<file path="config.mk">
export PLATFORM = sky130hd
export DESIGN_NAME = ppci_top
export DESIGN_NICKNAME = d
export VERILOG_FILES = /design/src/verilog/ppci_pkg.sv /design/src/verilog/ppci_top.sv
export VERILOG_INCLUDE_DIRS = /design/src /design/src/verilog
export SDC_FILE = /design/constraint.sdc
export NUM_CORES = 1
export LEC_CHECK = 0
export ABC_AREA = 1
export BUFFER_PORTS_ARGS = -buffer_cell sky130_fd_sc_hd__buf_2
export CAP_MARGIN = 20
export CORE_UTILIZATION = 40
export DETAILED_ROUTE_END_ITERATION = 16
export PLACE_DENSITY_LB_ADDON = 0.25
export SLEW_MARGIN = 10
export SYNTH_ARGS = -nofsm -noshare
export SYNTH_HDL_FRONTEND = slang
export SYNTH_SLANG_ARGS = --single-unit
</file>
<file path="constraint.sdc">
create_clock -name clk_sys_in -period 1.2 [get_ports clk_sys_in]
set_input_delay 0.06 -clock clk_sys_in [delete_from_list [all_inputs] [get_ports clk_sys_in]]
set_output_delay 0.06 -clock clk_sys_in [all_outputs]
set_load 0.05 [all_outputs]
</file>
<file path="src/verilog/ppci_regs.svh">
// Register offsets, field positions and reset values of the pin-change interrupt block
`ifndef PPCI_REGS_SVH
`define PPCI_REGS_SVH

// Word-aligned byte offsets on the register bus
`define PPCI_OFS_RISE 8'h00
`define PPCI_OFS_FALL 8'h04
`define PPCI_OFS_FLAGS 8'h08
`define PPCI_OFS_CTRL 8'h0C
`define PPCI_OFS_IRQ_STATUS 8'h10
`define PPCI_OFS_IRQ_MASK 8'h14

// Field layout
`define PPCI_PIN_COUNT 6
`define PPCI_PIN_MSB 5
`define PPCI_CTRL_MASTER_EN_BIT 0
`define PPCI_CTRL_SUMMARY_BIT 1
`define PPCI_IRQ_EDGE_BIT 0
`define PPCI_IRQ_WAKE_BIT 1
`define PPCI_IRQ_MSB 1

// Reset values
`define PPCI_RST_PINS 6'h00
`define PPCI_RST_IRQ 2'h0
`define PPCI_RST_BYTE 8'h00

`endif

</file>
<file path="src/verilog/ppci_pkg.sv">
// Types shared by the pin-change interrupt block
package ppci_pkg;

	typedef logic [5:0] ppci_pins_t;
	typedef logic [1:0] ppci_irq_t;

	// Whole state of the block, registered in one process
	typedef struct packed {
		ppci_pins_t sync_first;
		ppci_pins_t sync_second;
		ppci_pins_t prev;
		ppci_pins_t rise_edge_enable;
		ppci_pins_t fall_edge_enable;
		ppci_pins_t pin_change_flags;
		logic change_irq_master_enable;
		ppci_irq_t irq_status;
		ppci_irq_t irq_mask;
		logic ack;
		logic [7:0] rdata;
		logic wake;
	} ppci_state_s;

endpackage

</file>
<file path="src/verilog/ppci_top.sv">
// Pin-change interrupt block for a six-pin port with an Avalon-MM register slave
//
// What this block does
// Rising enable bits 5..0 arm rising detection.
// Falling enable bits 5..0 arm falling detection.
// Enabled edge of matching polarity sets pin flag.
// Flag zero means unseen or cleared; per-bit clear.
// Bits 7..6 of three registers read zero.
// Software clears flags by read, invert, AND.
// Master enable lets a detected edge wake device.
// Flag recorded before first instruction after wake.
// Detection continues with master enable clear.
// Summary flag is OR of all pin flags.
// Edge during clearing write leaves flag set.
// Both enables flag edges of either polarity.
// Synchronise pins, compare with previous sample.
//
// Implementation choices: the Avalon-MM interface to the registers and the placing of the registers.
`timescale 1ns/1ns
`include "ppci_regs.svh"

module ppci_top
	import ppci_pkg::*;
(
	// Clock, reset and clock enable
	input wire logic clk_sys_in,
	input wire logic rst_in,
	input wire logic ce_in,
	// Avalon-MM slave
	input wire logic [7:0] avs_address_in,
	input wire logic avs_read_in,
	input wire logic avs_write_in,
	input wire logic [31:0] avs_writedata_in,
	input wire logic [3:0] avs_byteenable_in,
	output logic [31:0] avs_readdata_out,
	output logic avs_waitrequest_out,
	// Port pins, asynchronous to the system clock
	input wire logic [5:0] port_a_pin_in,
	// Core sleep state and wake request
	input wire logic sleep_in,
	output logic wake_out,
	// Interrupt outputs
	output logic change_irq_out,
	output logic irq_out
);

	ppci_state_s q;
	ppci_state_s next_q;

	logic [5:0] rise_seen;
	logic [5:0] fall_seen;
	logic [5:0] hit;
	logic summary;
	logic bus_req;
	logic acc_wr;
	logic acc_rd;
	logic be_low;
	logic [7:0] rd_mux;
	logic [5:0] both_hit;

	// Edges come from the second sync stage against the stored previous sample
	// A pin pulse shorter than one clock period can slip between samples unseen
	assign rise_seen = q.sync_second & ~q.prev;
	assign fall_seen = ~q.sync_second & q.prev;

	// Each polarity is gated by its own enable, so both enables catch either edge
	assign hit = (rise_seen & q.rise_edge_enable)
		| (fall_seen & q.fall_edge_enable);

	// Pins armed for both polarities, watched by the either-edge check
	assign both_hit = q.rise_edge_enable & q.fall_edge_enable & (rise_seen | fall_seen);

	// Summary flag never depends on the master enable
	assign summary = |q.pin_change_flags;

	// Bus handshake: one wait cycle, answer on the second cycle of a request
	// Read data is snapshotted in the wait cycle, trading freshness for a registered output
	assign bus_req = avs_read_in | avs_write_in;
	assign acc_wr = avs_write_in & q.ack;
	assign acc_rd = avs_read_in & q.ack;
	assign be_low = avs_byteenable_in[0];
	assign avs_waitrequest_out = bus_req & ~q.ack;

	// Read multiplexer; unimplemented bits and unmapped offsets read zero
	always_comb begin
		rd_mux = `PPCI_RST_BYTE;
		case (avs_address_in)
			`PPCI_OFS_RISE: begin
				rd_mux = {2'h0, q.rise_edge_enable};
			end
			`PPCI_OFS_FALL: begin
				rd_mux = {2'h0, q.fall_edge_enable};
			end
			`PPCI_OFS_FLAGS: begin
				rd_mux = {2'h0, q.pin_change_flags};
			end
			`PPCI_OFS_CTRL: begin
				rd_mux = {6'h00, summary, q.change_irq_master_enable};
			end
			`PPCI_OFS_IRQ_STATUS: begin
				rd_mux = {6'h00, q.irq_status};
			end
			`PPCI_OFS_IRQ_MASK: begin
				rd_mux = {6'h00, q.irq_mask};
			end
			default: begin
				rd_mux = `PPCI_RST_BYTE;
			end
		endcase
	end

	// Next-state logic for the whole block
	always_comb begin
		next_q = q;
		// Two flops per pin before anything looks at it
		next_q.sync_first = port_a_pin_in;
		next_q.sync_second = q.sync_first;
		next_q.prev = q.sync_second;

		// Request acknowledged one cycle after it appears, dropped after acceptance
		next_q.ack = bus_req & ~q.ack;
		if (bus_req && !q.ack) begin
			next_q.rdata = rd_mux;
		end

		// Configuration writes
		// Unmapped offsets and writes with byte lane 0 off are answered but change nothing
		if (acc_wr && be_low) begin
			case (avs_address_in)
				`PPCI_OFS_RISE: begin
					next_q.rise_edge_enable = avs_writedata_in[5:0];
				end
				`PPCI_OFS_FALL: begin
					next_q.fall_edge_enable = avs_writedata_in[5:0];
				end
				`PPCI_OFS_CTRL: begin
					next_q.change_irq_master_enable =
						avs_writedata_in[`PPCI_CTRL_MASTER_EN_BIT];
				end
				`PPCI_OFS_IRQ_MASK: begin
					next_q.irq_mask = avs_writedata_in[1:0];
				end
				default: begin
					next_q.irq_mask = q.irq_mask;
				end
			endcase
		end

		// Flag write stores the value, then a fresh edge is ORed on top so it wins
		if (acc_wr && be_low && avs_address_in == `PPCI_OFS_FLAGS) begin
			next_q.pin_change_flags = avs_writedata_in[5:0] | hit;
		end else begin
			next_q.pin_change_flags = q.pin_change_flags | hit;
		end

		// Sticky status bits: write one clears, a new event in the same cycle wins
		if (acc_wr && be_low && avs_address_in == `PPCI_OFS_IRQ_STATUS) begin
			next_q.irq_status = q.irq_status & ~avs_writedata_in[1:0];
		end
		if (|hit) begin
			next_q.irq_status[`PPCI_IRQ_EDGE_BIT] = 1'b1;
		end

		// Wake rises together with the flag update, so the flag is ready first
		next_q.wake = sleep_in & q.change_irq_master_enable & (|hit);
		if (sleep_in && q.change_irq_master_enable && (|hit)) begin
			next_q.irq_status[`PPCI_IRQ_WAKE_BIT] = 1'b1;
		end
	end

	// State register; clock enable low freezes everything
	always_ff @(posedge clk_sys_in) begin
		if (rst_in) begin
			q.sync_first <= `PPCI_RST_PINS;
			q.sync_second <= `PPCI_RST_PINS;
			q.prev <= `PPCI_RST_PINS;
			q.rise_edge_enable <= `PPCI_RST_PINS;
			q.fall_edge_enable <= `PPCI_RST_PINS;
			q.pin_change_flags <= `PPCI_RST_PINS;
			q.change_irq_master_enable <= 1'b0;
			q.irq_status <= `PPCI_RST_IRQ;
			q.irq_mask <= `PPCI_RST_IRQ;
			q.ack <= 1'b0;
			q.rdata <= `PPCI_RST_BYTE;
			q.wake <= 1'b0;
		end else if (ce_in) begin
			q <= next_q;
		end
	end

	// Outputs
	assign avs_readdata_out = {24'h000000, q.rdata};
	assign wake_out = q.wake;
	// The request to the core is gated by the master enable, as is the wake; the flags are not
	assign change_irq_out = q.change_irq_master_enable & summary;
	assign irq_out = |(q.irq_status & q.irq_mask);

	// Checks

	// Enabled rising edge always lands in the flags
	AST_RISE_SETS: assert property (@(posedge clk_sys_in) disable iff (rst_in)
		(ce_in && |(rise_seen & q.rise_edge_enable))
		|=> ((q.pin_change_flags & $past(rise_seen & q.rise_edge_enable))
			== $past(rise_seen & q.rise_edge_enable)))
		else $error("enabled rising edge did not set its flag");

	// Enabled falling edge always lands in the flags
	AST_FALL_SETS: assert property (@(posedge clk_sys_in) disable iff (rst_in)
		(ce_in && |(fall_seen & q.fall_edge_enable))
		|=> ((q.pin_change_flags & $past(fall_seen & q.fall_edge_enable))
			== $past(fall_seen & q.fall_edge_enable)))
		else $error("enabled falling edge did not set its flag");

	// Without an enabled edge or a flag write the flags hold
	AST_NO_SPURIOUS: assert property (@(posedge clk_sys_in) disable iff (rst_in)
		(ce_in && hit == 6'h00 && !(acc_wr && avs_address_in == `PPCI_OFS_FLAGS))
		|=> $stable(q.pin_change_flags))
		else $error("flag changed without an enabled edge");

	// A clearing write with no edge leaves exactly the written value
	AST_CLEAR: assert property (@(posedge clk_sys_in) disable iff (rst_in)
		(ce_in && acc_wr && be_low && avs_address_in == `PPCI_OFS_FLAGS && hit == 6'h00)
		|=> (q.pin_change_flags == $past(avs_writedata_in[5:0])))
		else $error("flag write did not store the written value");

	// An edge during a clearing write wins
	AST_SET_WINS: assert property (@(posedge clk_sys_in) disable iff (rst_in)
		(ce_in && acc_wr && avs_address_in == `PPCI_OFS_FLAGS && hit != 6'h00)
		|=> ((q.pin_change_flags & $past(hit)) == $past(hit)))
		else $error("edge lost during flag clear");

	// Bits 7..6 read zero on every accepted read
	AST_RSVD_ZERO: assert property (@(posedge clk_sys_in) disable iff (rst_in)
		(avs_read_in && !avs_waitrequest_out) |-> (avs_readdata_out[7:6] == 2'h0))
		else $error("unimplemented bits read nonzero");

	// Summary follows the flags and drives the core request only with master enable
	AST_SUMMARY: assert property (@(posedge clk_sys_in) disable iff (rst_in)
		change_irq_out |-> (q.change_irq_master_enable && q.pin_change_flags != 6'h00))
		else $error("core request without a set flag and master enable");

	// Master enable clear still records edges but raises no request on change_irq_out
	AST_MASTER_OFF: assert property (@(posedge clk_sys_in) disable iff (rst_in)
		(ce_in && !q.change_irq_master_enable && hit != 6'h00
			&& !(acc_wr && avs_address_in == `PPCI_OFS_CTRL))
		|=> (q.pin_change_flags != 6'h00 && !change_irq_out))
		else $error("detection or gating wrong with master enable clear");

	// Wake in sleep comes with the flag already set
	AST_WAKE: assert property (@(posedge clk_sys_in) disable iff (rst_in)
		(ce_in && sleep_in && q.change_irq_master_enable && hit != 6'h00)
		|=> (wake_out && (q.pin_change_flags & $past(hit)) == $past(hit)))
		else $error("wake missing or flag not recorded at wake");

	// Pin change reaches the edge compare after exactly two sync stages
	AST_SYNC: assert property (@(posedge clk_sys_in) disable iff (rst_in)
		(ce_in ##1 ce_in ##1 ce_in) |-> (q.sync_second == $past(port_a_pin_in, 2)))
		else $error("sync depth wrong");

	// Every request is answered after one wait cycle
	AST_WAIT: assert property (@(posedge clk_sys_in) disable iff (rst_in)
		(ce_in && bus_req && avs_waitrequest_out) |=> (q.ack))
		else $error("bus request not acknowledged in time");

	// Ack drops after every acceptance, so back-to-back requests each wait once
	AST_ACK_DROP: assert property (@(posedge clk_sys_in) disable iff (rst_in)
		(ce_in && bus_req && !avs_waitrequest_out) |=> (!q.ack))
		else $error("bus acknowledge held past acceptance");

	// Accepted writes land in the enable registers, bits 5..0 only
	AST_RISE_WRITE: assert property (@(posedge clk_sys_in) disable iff (rst_in)
		(ce_in && acc_wr && be_low && avs_address_in == `PPCI_OFS_RISE)
		|=> (q.rise_edge_enable == $past(avs_writedata_in[5:0])))
		else $error("rising enable write lost");

	// Same for the falling enables
	AST_FALL_WRITE: assert property (@(posedge clk_sys_in) disable iff (rst_in)
		(ce_in && acc_wr && be_low && avs_address_in == `PPCI_OFS_FALL)
		|=> (q.fall_edge_enable == $past(avs_writedata_in[5:0])))
		else $error("falling enable write lost");

	// Byte lane 0 off turns a write into a no-op
	AST_LANE_OFF: assert property (@(posedge clk_sys_in) disable iff (rst_in)
		(ce_in && avs_write_in && !be_low && avs_address_in == `PPCI_OFS_RISE)
		|=> $stable(q.rise_edge_enable))
		else $error("write with byte lane 0 off changed an enable");

	// Master enable write lands
	AST_CTRL_WRITE: assert property (@(posedge clk_sys_in) disable iff (rst_in)
		(ce_in && acc_wr && be_low && avs_address_in == `PPCI_OFS_CTRL)
		|=> (q.change_irq_master_enable
			== $past(avs_writedata_in[`PPCI_CTRL_MASTER_EN_BIT])))
		else $error("master enable write lost");

	// A flag only rises for an enabled edge of its own polarity
	AST_ONLY_ENABLED: assert property (@(posedge clk_sys_in) disable iff (rst_in)
		(ce_in && !(acc_wr && be_low && avs_address_in == `PPCI_OFS_FLAGS))
		|=> ((q.pin_change_flags & ~$past(q.pin_change_flags)
			& ~$past(rise_seen & q.rise_edge_enable)
			& ~$past(fall_seen & q.fall_edge_enable)) == 6'h00))
		else $error("flag set without an enabled edge");

	// Flags stay set until software writes the flag register
	AST_FLAG_STICKY: assert property (@(posedge clk_sys_in) disable iff (rst_in)
		(ce_in && !(acc_wr && be_low && avs_address_in == `PPCI_OFS_FLAGS))
		|=> ((q.pin_change_flags & $past(q.pin_change_flags))
			== $past(q.pin_change_flags)))
		else $error("flag lost without a flag write");

	// Both enables set: an edge of either polarity is recorded
	AST_BOTH_EDGES: assert property (@(posedge clk_sys_in) disable iff (rst_in)
		(ce_in && both_hit != 6'h00)
		|=> ((q.pin_change_flags & $past(both_hit)) == $past(both_hit)))
		else $error("edge lost on a pin armed for both polarities");

	// Control read shows the summary flag as it stood when the read began
	AST_SUMMARY_READ: assert property (@(posedge clk_sys_in) disable iff (rst_in)
		(ce_in && avs_read_in && avs_waitrequest_out && avs_address_in == `PPCI_OFS_CTRL)
		|=> (avs_readdata_out[`PPCI_CTRL_SUMMARY_BIT] == $past(|q.pin_change_flags)))
		else $error("summary bit does not match the flags");

	// Upper read lanes are always zero
	AST_UPPER_ZERO: assert property (@(posedge clk_sys_in) disable iff (rst_in)
		(avs_read_in && !avs_waitrequest_out) |-> (avs_readdata_out[31:8] == 24'h000000))
		else $error("upper read data lanes nonzero");

	// No wake without the master enable
	AST_NO_WAKE_OFF: assert property (@(posedge clk_sys_in) disable iff (rst_in)
		(ce_in && !q.change_irq_master_enable) |=> (!wake_out))
		else $error("wake raised with master enable clear");

	// A fresh wake always finds its flag already set
	AST_WAKE_FLAG: assert property (@(posedge clk_sys_in) disable iff (rst_in)
		$rose(wake_out) |-> (q.pin_change_flags != 6'h00))
		else $error("wake raised before the flag was recorded");

	// Write one clears a status bit when no event competes
	AST_STATUS_CLEAR: assert property (@(posedge clk_sys_in) disable iff (rst_in)
		(ce_in && acc_wr && be_low && avs_address_in == `PPCI_OFS_IRQ_STATUS
			&& hit == 6'h00)
		|=> ((q.irq_status & $past(avs_writedata_in[1:0])) == 2'h0))
		else $error("status bit not cleared by a written one");

	// Clock enable low holds every state bit
	AST_FREEZE: assert property (@(posedge clk_sys_in) disable iff (rst_in)
		(!ce_in && !rst_in) |=> $stable(q))
		else $error("state moved with clock enable low");

endmodule // ppci_top
</file>
## Word-level counts from Yosys, hierarchy flattened

Cells that the tools add are included.

- Shifts and indexed selects: 0
- Divide/modulo/power cells: 0
- Bitwise operators: 19
- $lt $le $gt $ge: 0
- Add/subtract/negate cells: 0
- Reduce and logical (&&, ||, !) cells: 20
- Mux-type cells: 5
- Equal/unequal tests: 5
- Multiply operators: 0

Operator list:

| kind | count |
|---|---|
| case mux 6 bit (6 select lines) | 1 |
| bitwise AND 6 bit | 4 |
| bitwise OR 6 bit | 3 |
| equality test 8 x 4 -> 1 bit (second input constant) | 2 |
| equality test 8 x 5 -> 1 bit (second input constant) | 2 |
| NOT 6 bit | 2 |
| AND reduction 3 bit | 4 |
| OR reduction 6 bit | 2 |
| equality test 8 x 3 -> 1 bit (second input constant) | 1 |
| logical NOT 8 bit | 1 |
| logical AND 1 bit | 6 |
| 2-to-1 mux 6 bit | 1 |
| AND reduction 2 bit | 3 |
| bitwise AND 1 bit | 5 |
| bitwise AND 2 bit | 2 |
| nonzero test 2 bit | 2 |
| 2-to-1 mux 1 bit | 2 |
| 2-to-1 mux 2 bit | 1 |
| NOT 2 bit | 1 |
| OR reduction 2 bit | 1 |
| logical NOT 1 bit | 1 |
| NOT 1 bit | 1 |
| bitwise OR 1 bit | 1 |

- Output and inout bits: 36
- Bits in latches: 0
- Bits in registers: 51
- RAM bits: 0
- Memories: 0
- Bits in read-only memories: 0

## Longest topological paths before layout

Gate-level depths: netlist of the first run.

- Depth in word-level cells: 8
- Mapped depth: 10

## Least setup slack after synthesis of the first run

OpenSTA, ideal clock, no wires.

- Path kind: register -> register
- Start: register q[9] (netlist bit)
- End: register q (netlist bit avs_readdata_out[0])
- Setup slack: -0.552 ns
- Arrival time: 1.681 ns
- Period minus slack after synthesis: 1.752 ns
- Stages on the path, launching flop included: 6
- Cell sequence: dfxtp_1 nor2_1 nand2_1 inv_1 nand2_1 a21oi_1

- Cells in the longest elaborated chain, start to end: 3

RTL lines:

| what | RTL line | RTL |
|---|---|---|
| start: declaration | ppci_top.sv:47 | `ppci_state_s q;` |
| start signal: assignment | ppci_top.sv:187 | `q <= next_q;` |
| logical NOT 1 bit | ppci_top.sv:122 | `if (bus_req && !q.ack) begin` |
| logical AND 1 bit | ppci_top.sv:122 |  |
| AND reduction 2 bit (no source line) | -- |  |

No other way between the ends.
A chain may end at the register's enable or synchronous reset.

## Final worst setup path of the first run

- Start: register q[16] (netlist bit)
- End: output port change_irq_out

- Cells in the longest elaborated chain, start to end: 2

RTL lines:

| what | RTL line | RTL |
|---|---|---|
| OR reduction 6 bit | ppci_top.sv:74 | `assign summary = \|q.pin_change_flags;` |
| bitwise AND 1 bit | ppci_top.sv:195 | `assign change_irq_out = q.change_irq_master_enable & summary;` |
| end: declaration | ppci_top.sv:43 | `output logic change_irq_out,` |

No other way between the ends.

==> results_dict.tcl, run 1 <==
set metrics [dict create \
    io_pins 92 \
    final_cells 490 \
    start_kind "register" \
    status "finished clean" \
    use_met1 0.228 \
    antenna_found_initial 0 \
    setup_slack_ns 0.0209 \
    syn-instance-count 368 \
    syn2layout_area_growth_pct 18.7 \
    insertedDiodeCount 0 \
    fill_cells 644 \
    finalSetupTns_ns 0 \
    cpPeakStageDelay_ns 0.34 \
    finClkSkew_ns 0.00453 \
    met3_usage 0.0467 \
    antenna_left 0 \
    cts_made_buffers 5 \
    slew_violations 0 \
    rrSetupSlack_ns 0.09 \
    die_width_um 82 \
    worstSkewPairLatency_ns 0.31 \
    synth.avg_cell_area_um2 6.96 \
    worst_path_max_delay_cell "dfxtp_2" \
    end_kind "primary output" \
    final_hold_viol_count 0 \
    holdPathStages 3 \
    hold_class "input port to register" \
    place_hpwl_um 4110 \
    finalCritPeriodShare 0.983 \
    holdCritStartpoint "avs_writedata_in[4]" \
    gp_congestion 0.801 \
    cts_sinks 49 \
    cts_tree "yes" \
    combPwrFrac 0.138 \
    rr_worst_depth 6 \
    power.share.sequential 0.470 \
    wl_um 5570 \
    root_buffer "clkbuf_8" \
    firstDrtPassIters 4 \
    grt_overflow 0 \
    initial_core_util 0.422 \
    fmax_ghz 0.848 \
    p_total_mw 3.59 \
    grtUsageMet2 0.288 \
    critPathArrivalTime_ns 1.12 \
    track_usage 0.177 \
    grt_pass1_wl_um 8890 \
    synth_area_um2 2560 \
    power.leakage_nw 1.49 \
    ir_worst_vdd_v 0.000772 \
    core_area_um2 6060 \
    num_vias 2315 \
    ys_seq_area_frac 0.383 \
    ys_types 25 \
    setup_viol 0 \
    wl_per_cell_um 11.4 \
    ys_seq_elements 49 \
    path_cells "nor2_1 > nand3_1 > nand2_1 > inv_1 > buf_6" \
    p_switching_uw 959 \
    fin_nets 470 \
    period_needed_ns 1.18 \
    cts.clk_slew.worst_paths_ns 0.09 \
    grt_max_degree 29 \
    yosys_warnings 0 \
    p_int_mw 2.63 \
    p_per_area_nw_per_um2 1180 \
    place_ws_ns -0.0165 \
    r2r-start "next_q[37]" \
    busiest_layer "met2" \
    holdPathEnd "q[31]" \
    num_rows 28 \
    drt_iter0_drc 129 \
    h-tree-depth 2 \
    drive_gt1_frac 0.239 \
    reg2reg_to "q[13]" \
    cap_violations 0 \
    portBuffers 36 \
    via_per_inst 4.72 \
    dp_cells 473 \
    pwr-share-clk 0.392 \
    die_height_um 82 \
    rsz0062_at_grt "yes" \
    p_sw_frac 0.267 \
    crit_type "register to primary output" \
    required_ns 1.14 \
    first_global_vias 1981 \
    crit_fanout 2 \
    die_area_um2 6720 \
    clk_path_buf_depth 2 \
    drcViolationCount 0 \
]
## critical path: cells and delay by family, from the launching register on
kind,cells,cell delay [ns]
buf+inv,2,0.19
flops,1,0.34
simple gates,3,0.29
## stage by stage
stage / hold WS [ns] / instance area, um^2 / utilization
floorplan: 0.195 / 2670 / -
global placement: 0.280 / 2770 / 0.457
detailed placement: 0.288 / 2770 / 0.457
CTS: 0.0370 / 2980 / 0.491
global route: 0.0437 / 3040 / 0.501
finish: 0.0433 / 3040 / 0.501
## layer usage
metal,wire [um],share of wire,vias to the layer above
met4,86,0.015,0
li1,-,-,1216
met1,2640,0.47,1025
met2,2530,0.45,66
met5,0,0,-
met3,315,0.057,8
## registers in the layout, indices dropped and copies added (netlist names)
signal and flops:
q 30, next_q 12, avs_readdata_out 6, wake_out 1
## what timing repair did
| item | CTS | global route |
|---|---|---|
| cloned | 0 | 0 |
| gates resized for setup | 3 | 26 |
| buffers inserted | 0 | 3 |
| hold buffers | 6 | 0 |
| hold endpoints to repair | 6 | 0 |
| setup endpoints to repair | 1 | 24 |
| pin swaps | 0 | 7 |
## layout by cell type, fill, tap and decap left out
cell / synthesis / routed
dfxtp_2: 0 / 7
o21ai_1: 4 / 9
dfxtp_1: 49 / 42
nor2_8: 1 / 1
nor2_1: 50 / 48
nand2_1: 69 / 66
inv_2: 7 / 10
inv_4: 0 / 2
inv_6: 0 / 1
buf_4: 33 / 13
buf_6: 1 / 1
nor3_4: 1 / 1
inv_1: 25 / 21
nor2_4: 2 / 3
nand2_4: 3 / 5
conb_1: 1 / 26
clkbuf_8: 0 / 5
a21oi_1: 27 / 27
a22o_1: 1 / 1
nand3_1: 39 / 37
nand3b_1: 5 / 5
nor2_2: 2 / 3
bufinv_16: 0 / 2
o21ai_0: 31 / 26
nand3_2: 2 / 4
nand2_2: 3 / 4
nand4_1: 2 / 2
buf_2: 2 / 34
dlygate4sd3_1: 0 / 6
buf_12: 0 / 3
## power by group through the flow
stage / sequential (mW) / combinational [mW] / clock [mW]
4_1_cts: 1.69 / 0.486 / 1.43
5_1_grt: 1.70 / 0.538 / 1.53
3_5_place_dp: 1.73 / 0.470 / 0
2_1_floorplan: 1.72 / 0.420 / 0
3_3_place_gp: 1.72 / 0.463 / 0
6_report: 1.69 / 0.494 / 1.41
## cell usage after synthesis (all sizes together)
cell | count | area [um^2]
nand2 | 75 | 312
nor2 | 55 | 243
dfxtp | 49 | 981
nand3 | 41 | 215
buf | 36 | 269
o21ai | 35 | 175
inv | 32 | 120
a21oi | 27 | 135
clkbuf | 7 | 26.3
nand3b | 5 | 37.5
nand4 | 2 | 12.5
a22o | 1 | 8.76
clkinv | 1 | 5.00
conb | 1 | 3.75
nor3 | 1 | 16.3
## kinds of logic after synthesis
| kind of cell | share of synthesized area |
|---|---|
| AO/OA/AOI/OAI | 0.125 |
| buffers and inverters | 0.164 |
| flip-flops | 0.383 |
| other | 0.00146 |
| AND/OR/NAND/NOR | 0.326 |
## worst max-delay path by stage
stage,endpoint,cells after the start,startpoint,slack [ns]
final,change_irq_out,5,q[16],0.02
after global routing,change_irq_out,5,q[20],-0.05
after CTS,avs_waitrequest_out,3,q[9],0.008
after detailed placement,q[21],8,avs_address_in[7],-0.02
after global placement,q[20],11,avs_address_in[5],0.05
after floorplan,q[10],6,q[9],0.03
## cell type report
class	count	area, um^2	area share
multi-input cells	268	1290	0.424
clock buffers	5	68.8	0.0226
flip-flops and latches	49	990	0.326
inverters	33	129	0.0424
clock inverters	3	68.8	0.0226
well taps	75	93.8	0.0309
repair buffers	57	399	0.131
Note: power is estimated with default switching activity, not from simulation.
==> inputs of run 2 (changes only) <==
--- a/config.mk
+++ b/config.mk
@@ -7,10 +7,10 @@
 export NUM_CORES = 1
 export LEC_CHECK = 0
 export ABC_AREA = 1
-export BUFFER_PORTS_ARGS = -buffer_cell sky130_fd_sc_hd__buf_2
 export CAP_MARGIN = 20
 export CORE_UTILIZATION = 40
 export DETAILED_ROUTE_END_ITERATION = 16
+export DONT_BUFFER_PORTS = 1
 export PLACE_DENSITY_LB_ADDON = 0.25
 export SLEW_MARGIN = 10
 export SYNTH_ARGS = -nofsm -noshare
==> run 2 against run 1 <==
The flow now finishes with violations (negative setup slack). Combinational power down 6.9%. Fmax shrank 6.7%. Cell area decreased by 2.2%. Via count shrank 3.5%. Non-clock buffer count down 16. Count of clock-buffer cells in the layout unchanged. Wire length shrank 3.1%. Critical endpoint unchanged.
==> results_dict.tcl, run 2 (same netlist as run 1, synthesis figures left out) <==
set metrics [dict create \
    status "finished, violations left" \
    violations "negative setup slack" \
    critPathTopFamily "flip-flops" \
    die_area_um2 6720 \
    combPwrFrac 0.146 \
    p_int_mw 2.20 \
    worstSkewPairLatency_ns 0.31 \
    rsz0062_at_grt "yes" \
    end_kind "primary output" \
    slew_violations 0 \
    finalCritPeriodShare 1.05 \
    core_area_um2 6060 \
    setup_viol 1 \
    setup_slack_ns -0.0633 \
    wl_um 5400 \
    cts.clk_slew.worst_paths_ns 0.10 \
    top_layer_used "met4" \
    wirelength_met1_um 2640 \
    io_pins 92 \
    h-tree-depth 2 \
    wl_met3_um 287 \
    tightest_slew_ns 0.818 \
    cts_tree "yes" \
    crit_fanout 2 \
    fill_cells 631 \
    required_ns 1.14 \
    cpPeakStageDelay_ns 0.33 \
    mostFrequentLayoutCells "nand2_1, nor2_1, nand3_1" \
    critPathArrivalTime_ns 1.20 \
    route.met2.wl_um 2420 \
    period_needed_ns 1.26 \
    final_cells 474 \
    syn2layout_area_growth_pct 16.1 \
    place_hpwl_um 3890 \
    hold_class "input port to register" \
    finClkSkew_ns 0.00734 \
    initial_core_util 0.422 \
    cts_sinks 49 \
    critical_path_buf_inv_count 1 \
    largest_register "q" \
    start_kind "register" \
    timing.hold.ws_ns 0.0329 \
    die_width_um 82 \
    fmax_ghz 0.792 \
    antenna_found_initial 0 \
    insertedDiodeCount 0 \
    power.share.sequential 0.537 \
    final_hold_viol_count 0 \
    grt_max_degree 32 \
    fin_nets 454 \
    final_common_cell "nand2_1" \
    die_height_um 82 \
    grt_overflow 0 \
    p_switching_uw 949 \
    firstDrtPassIters 4 \
    via_per_inst 4.71 \
    portBuffers 0 \
    grt_pass1_wl_um 8970 \
    power.leakage_nw 1.37 \
    first_global_vias 1909 \
    num_vias 2233 \
    largest_reg_flops 30 \
    cap_violations 0 \
    root_buffer "clkbuf_8" \
    ir_worst_vdd_v 0.000638 \
    cts_made_buffers 5 \
    path_cells "nor2_1 > nand3_1 > nand2_2 > clkinvlp_4" \
    relSlewSlack 0.454 \
    num_rows 28 \
    regArea_um2 997 \
    multi_input_area_um2 1280 \
    crit_type "register to primary output" \
    pwr-share-clk 0.317 \
    track_usage 0.177 \
    dp_cells 443 \
    gp_congestion 0.786 \
    p_total_mw 3.15 \
    drt_iter0_drc 131 \
    p_per_area_nw_per_um2 1060 \
    wl_per_cell_um 11.4 \
    drive_gt1_frac 0.198 \
    drcViolationCount 0 \
    p_sw_frac 0.301 \
    worst_path_max_delay_cell "dfxtp_2" \
    clk_path_buf_depth 2 \
    antenna_left 0 \
]
[run 2: power groups by stage]
| stage | combinational [mW] | clock [mW] | sequential, mW |
|---|---|---|---|
| 2_1_floorplan | 0.420 | 0 | 1.72 |
| 3_3_place_gp | 0.384 | 0 | 1.72 |
| 3_5_place_dp | 0.388 | 0 | 1.72 |
| 5_1_grt | 0.505 | 1.11 | 1.70 |
| 6_report | 0.460 | 0.999 | 1.69 |
| 4_1_cts | 0.458 | 1.04 | 1.69 |
[run 2: through the flow]
stage               utilization  TNS, ns  cell area, um^2  setup slack [ns]
global placement          0.433        0             2620            0.0804
CTS                       0.485   -0.215             2940           -0.0670
floorplan                     -        0             2670            0.0280
global route              0.491   -0.287             2970            -0.132
detailed placement        0.433        0             2620            0.0635
finish                    0.491  -0.0633             2970           -0.0633
[run 2: path summary, 6_finish.rpt]
kind                                     startpoint                   to  slack [ns]  cells after the start
worst max-delay path                          q[17]       change_irq_out       -0.06                      4
worst min-delay path                          ce_in                 q[9]        0.03                      3
worst max register to register                q[17]  avs_readdata_out[1]        0.04                      9
worst min register to register  avs_readdata_out[0]  avs_readdata_out[0]        0.47                      2
[run 2: timing repair]
| item | CTS | global route |
|---|---|---|
| setup buffers | 6 | 0 |
| hold buffers | 17 | 1 |
| pin swaps | 3 | 7 |
| setup endpoints to repair | 1 | 35 |
| resized for setup | 8 | 21 |
| hold endpoints to repair | 44 | 1 |
[run 2: tightest hold or removal path: cells and delay by family]
family	cells	cell delay (ns)
AO/OA/AOI/OAI	1	0.06
buffers and inverters	1	0.14
AND/OR/NAND/NOR	1	0.05
[run 2: cell type report]
cell class	instances	share of cell area
clock inverters	3	0.00715
clock buffers	5	0.0231
inverters	33	0.0446
multi-input cells	268	0.431
flip-flops and latches	49	0.335
well taps	75	0.0316
repair buffers	41	0.127
[run 2: per-layer routing]
| layer | up-vias | global-route usage |
|---|---|---|
| li1 | 1189 | - |
| met1 | 971 | 0.240 |
| met2 | 66 | 0.275 |
| met3 | 7 | 0.0478 |
| met4 | 0 | 0.0474 |
| met5 | - | 0 |
==> inputs of run 3 (changes only) <==
--- a/config.mk
+++ b/config.mk
@@ -12,6 +12,7 @@
 export DETAILED_ROUTE_END_ITERATION = 16
 export DONT_BUFFER_PORTS = 1
 export PLACE_DENSITY_LB_ADDON = 0.25
+export SETUP_SLACK_MARGIN = 0.15
 export SLEW_MARGIN = 10
 export SYNTH_ARGS = -nofsm -noshare
 export SYNTH_HDL_FRONTEND = slang
==> run 3 against run 2 <==
The flow finishes with violations (negative hold slack, negative setup slack). Wire length up 9.6%. Sequential share of layout area shrank 3.1 points. Final cell count rose by 0.21%. Die area is the same. Non-clock buffer count rose by 1. Critical path depth stayed put. Largest cell class unchanged. Via count grew 4.7%. Fmax up 1.8%. Highest routed layer unchanged. Critical endpoint unchanged.
==> results_dict.tcl, run 3 (same netlist as run 1, synthesis figures left out) <==
set metrics [dict create \
    slew_violations 0 \
    tightest_slew_ns 0.583 \
    final_common_cell "nand2_1" \
    fmax_ghz 0.806 \
    drive_gt1_frac 0.353 \
    mostFrequentLayoutCells "nand2_1, nor2_1, dfxtp_1" \
    crit_fanout 2 \
    fin_nets 455 \
    gp_congestion 0.780 \
    drt_iter0_drc 118 \
    cts_tree "yes" \
    antenna_found_initial 0 \
    cap_violations 0 \
    firstDrtPassIters 4 \
    cts_made_buffers 5 \
    die_height_um 82 \
    largest_reg_flops 30 \
    num_rows 28 \
    place_hpwl_um 3930 \
    period_needed_ns 1.24 \
    end_kind "primary output" \
    finClkSkew_ns 0.00820 \
    syn2layout_area_growth_pct 29.0 \
    multi_input_area_um2 1560 \
    wl_um 5920 \
    status "finished, violations left" \
    root_buffer "clkbuf_8" \
    regArea_um2 1000 \
    cts_sinks 49 \
    core_area_um2 6060 \
    grt_pass1_wl_um 9400 \
    track_usage 0.183 \
    fill_cells 595 \
    worstSkewPairLatency_ns 0.30 \
    ir_worst_vdd_v 0.000629 \
    portBuffers 0 \
    finalCritPeriodShare 1.03 \
    p_per_area_nw_per_um2 949 \
    start_kind "register" \
    grt_overflow 0 \
    timing.hold.ws_ns -0.162 \
    relSlewSlack 0.610 \
    die_width_um 82 \
    via_per_inst 4.92 \
    h-tree-depth 2 \
    setup_viol 1 \
    hold_class "input port to register" \
    die_area_um2 6720 \
    path_cells "nor2_1 > nand3_1 > nand2_2 > clkinvlp_4" \
    drcViolationCount 0 \
    first_global_vias 2084 \
    final_hold_viol_count 21 \
    cpPeakStageDelay_ns 0.33 \
    insertedDiodeCount 0 \
    antenna_left 0 \
    crit_type "register to primary output" \
    worst_path_max_delay_cell "dfxtp_2" \
    rsz0062_at_grt "yes" \
    required_ns 1.14 \
    num_vias 2338 \
    grt_max_degree 32 \
    cts.clk_slew.worst_paths_ns 0.08 \
    setup_slack_ns -0.0412 \
    wl_per_cell_um 12.5 \
    clk_path_buf_depth 2 \
    initial_core_util 0.422 \
    largest_register "q" \
    io_pins 92 \
    p_total_mw 3.13 \
    power.leakage_nw 1.46 \
    violations "negative hold slack, negative setup slack" \
    critPathArrivalTime_ns 1.18 \
]
## run 3: changes by cell type in the layout (fill, tap and decap cells not counted), moves of 7 or more
cell | before | now
nand3_2 | 3 | 11
nand2_2 | 7 | 14
o21ai_0 | 28 | 18
nand2_1 | 65 | 51
o21ai_2 | 0 | 16
nand3_1 | 38 | 27
## run 3: metal layers
layer | global-route usage | vias to the layer above | routed length, um
met2 | 0.302 | 74 | 2890
li1 | - | 1195 | -
met4 | 0.0737 | 0 | 98
met1 | 0.230 | 1057 | 2600
met5 | 0 | - | 0
met3 | 0.0389 | 12 | 330
## run 3: final cells by class
class | instances | share of cell area
Timing Repair Buffer | 42 | 0.121
Sequential cell | 49 | 0.304
Multi-Input combinational cell | 268 | 0.473
Tap cell | 75 | 0.0284
Clock buffer | 7 | 0.0231
Inverter | 33 | 0.0477
Clock inverter | 1 | 0.00227
## run 3: power by group
group / internal (mW) / switching, mW / leakage (nW)
registers: 1.67 / 0.0209 / 0.407
logic: 0.129 / 0.361 / 1.02
clock network: 0.414 / 0.539 / 0.0385
## run 3: what timing repair did
item / 4_1_cts / 5_1_grt
hold buffers: 14 / 1
pin swaps: 15 / 24
buffers inserted: 6 / 4
setup endpoints to repair: 18 / 32
hold endpoints to repair: 44 / 20
gates resized for setup: 46 / 71
## run 3: per-stage QoR
step | area [um^2] | instances | worst slack [ns] | setup TNS (ns) | utilization
final | 3300 | 475 | -0.0412 | -0.0412 | 0.545
after global routing | 3300 | 475 | -0.0991 | -0.353 | 0.545
after CTS | 3040 | 470 | -0.0594 | -0.0594 | 0.502
after detailed placement | 2630 | 442 | 0.0801 | 0 | 0.435
after global placement | 2630 | 442 | 0.0994 | 0 | 0.435
after floorplan | 2690 | 393 | 0.152 | 0 | -
## run 3: critical path, delay by kind of cell, from the launching register on
family                 cells  cell delay (ns)
DFF                        1             0.33
and+or+nand+nor            3             0.32
buffers and inverters      1             0.24
## run 3: worst paths after layout
check,startpoint,endpoint,slack (ns),cells after the start
setup / recovery,q[17],change_irq_out,-0.04,4
hold / removal,ce_in,q[36],-0.16,1
setup reg to reg,q[17],avs_readdata_out[1],0.03,9
hold reg to reg,avs_readdata_out[4],avs_readdata_out[4],0.47,2
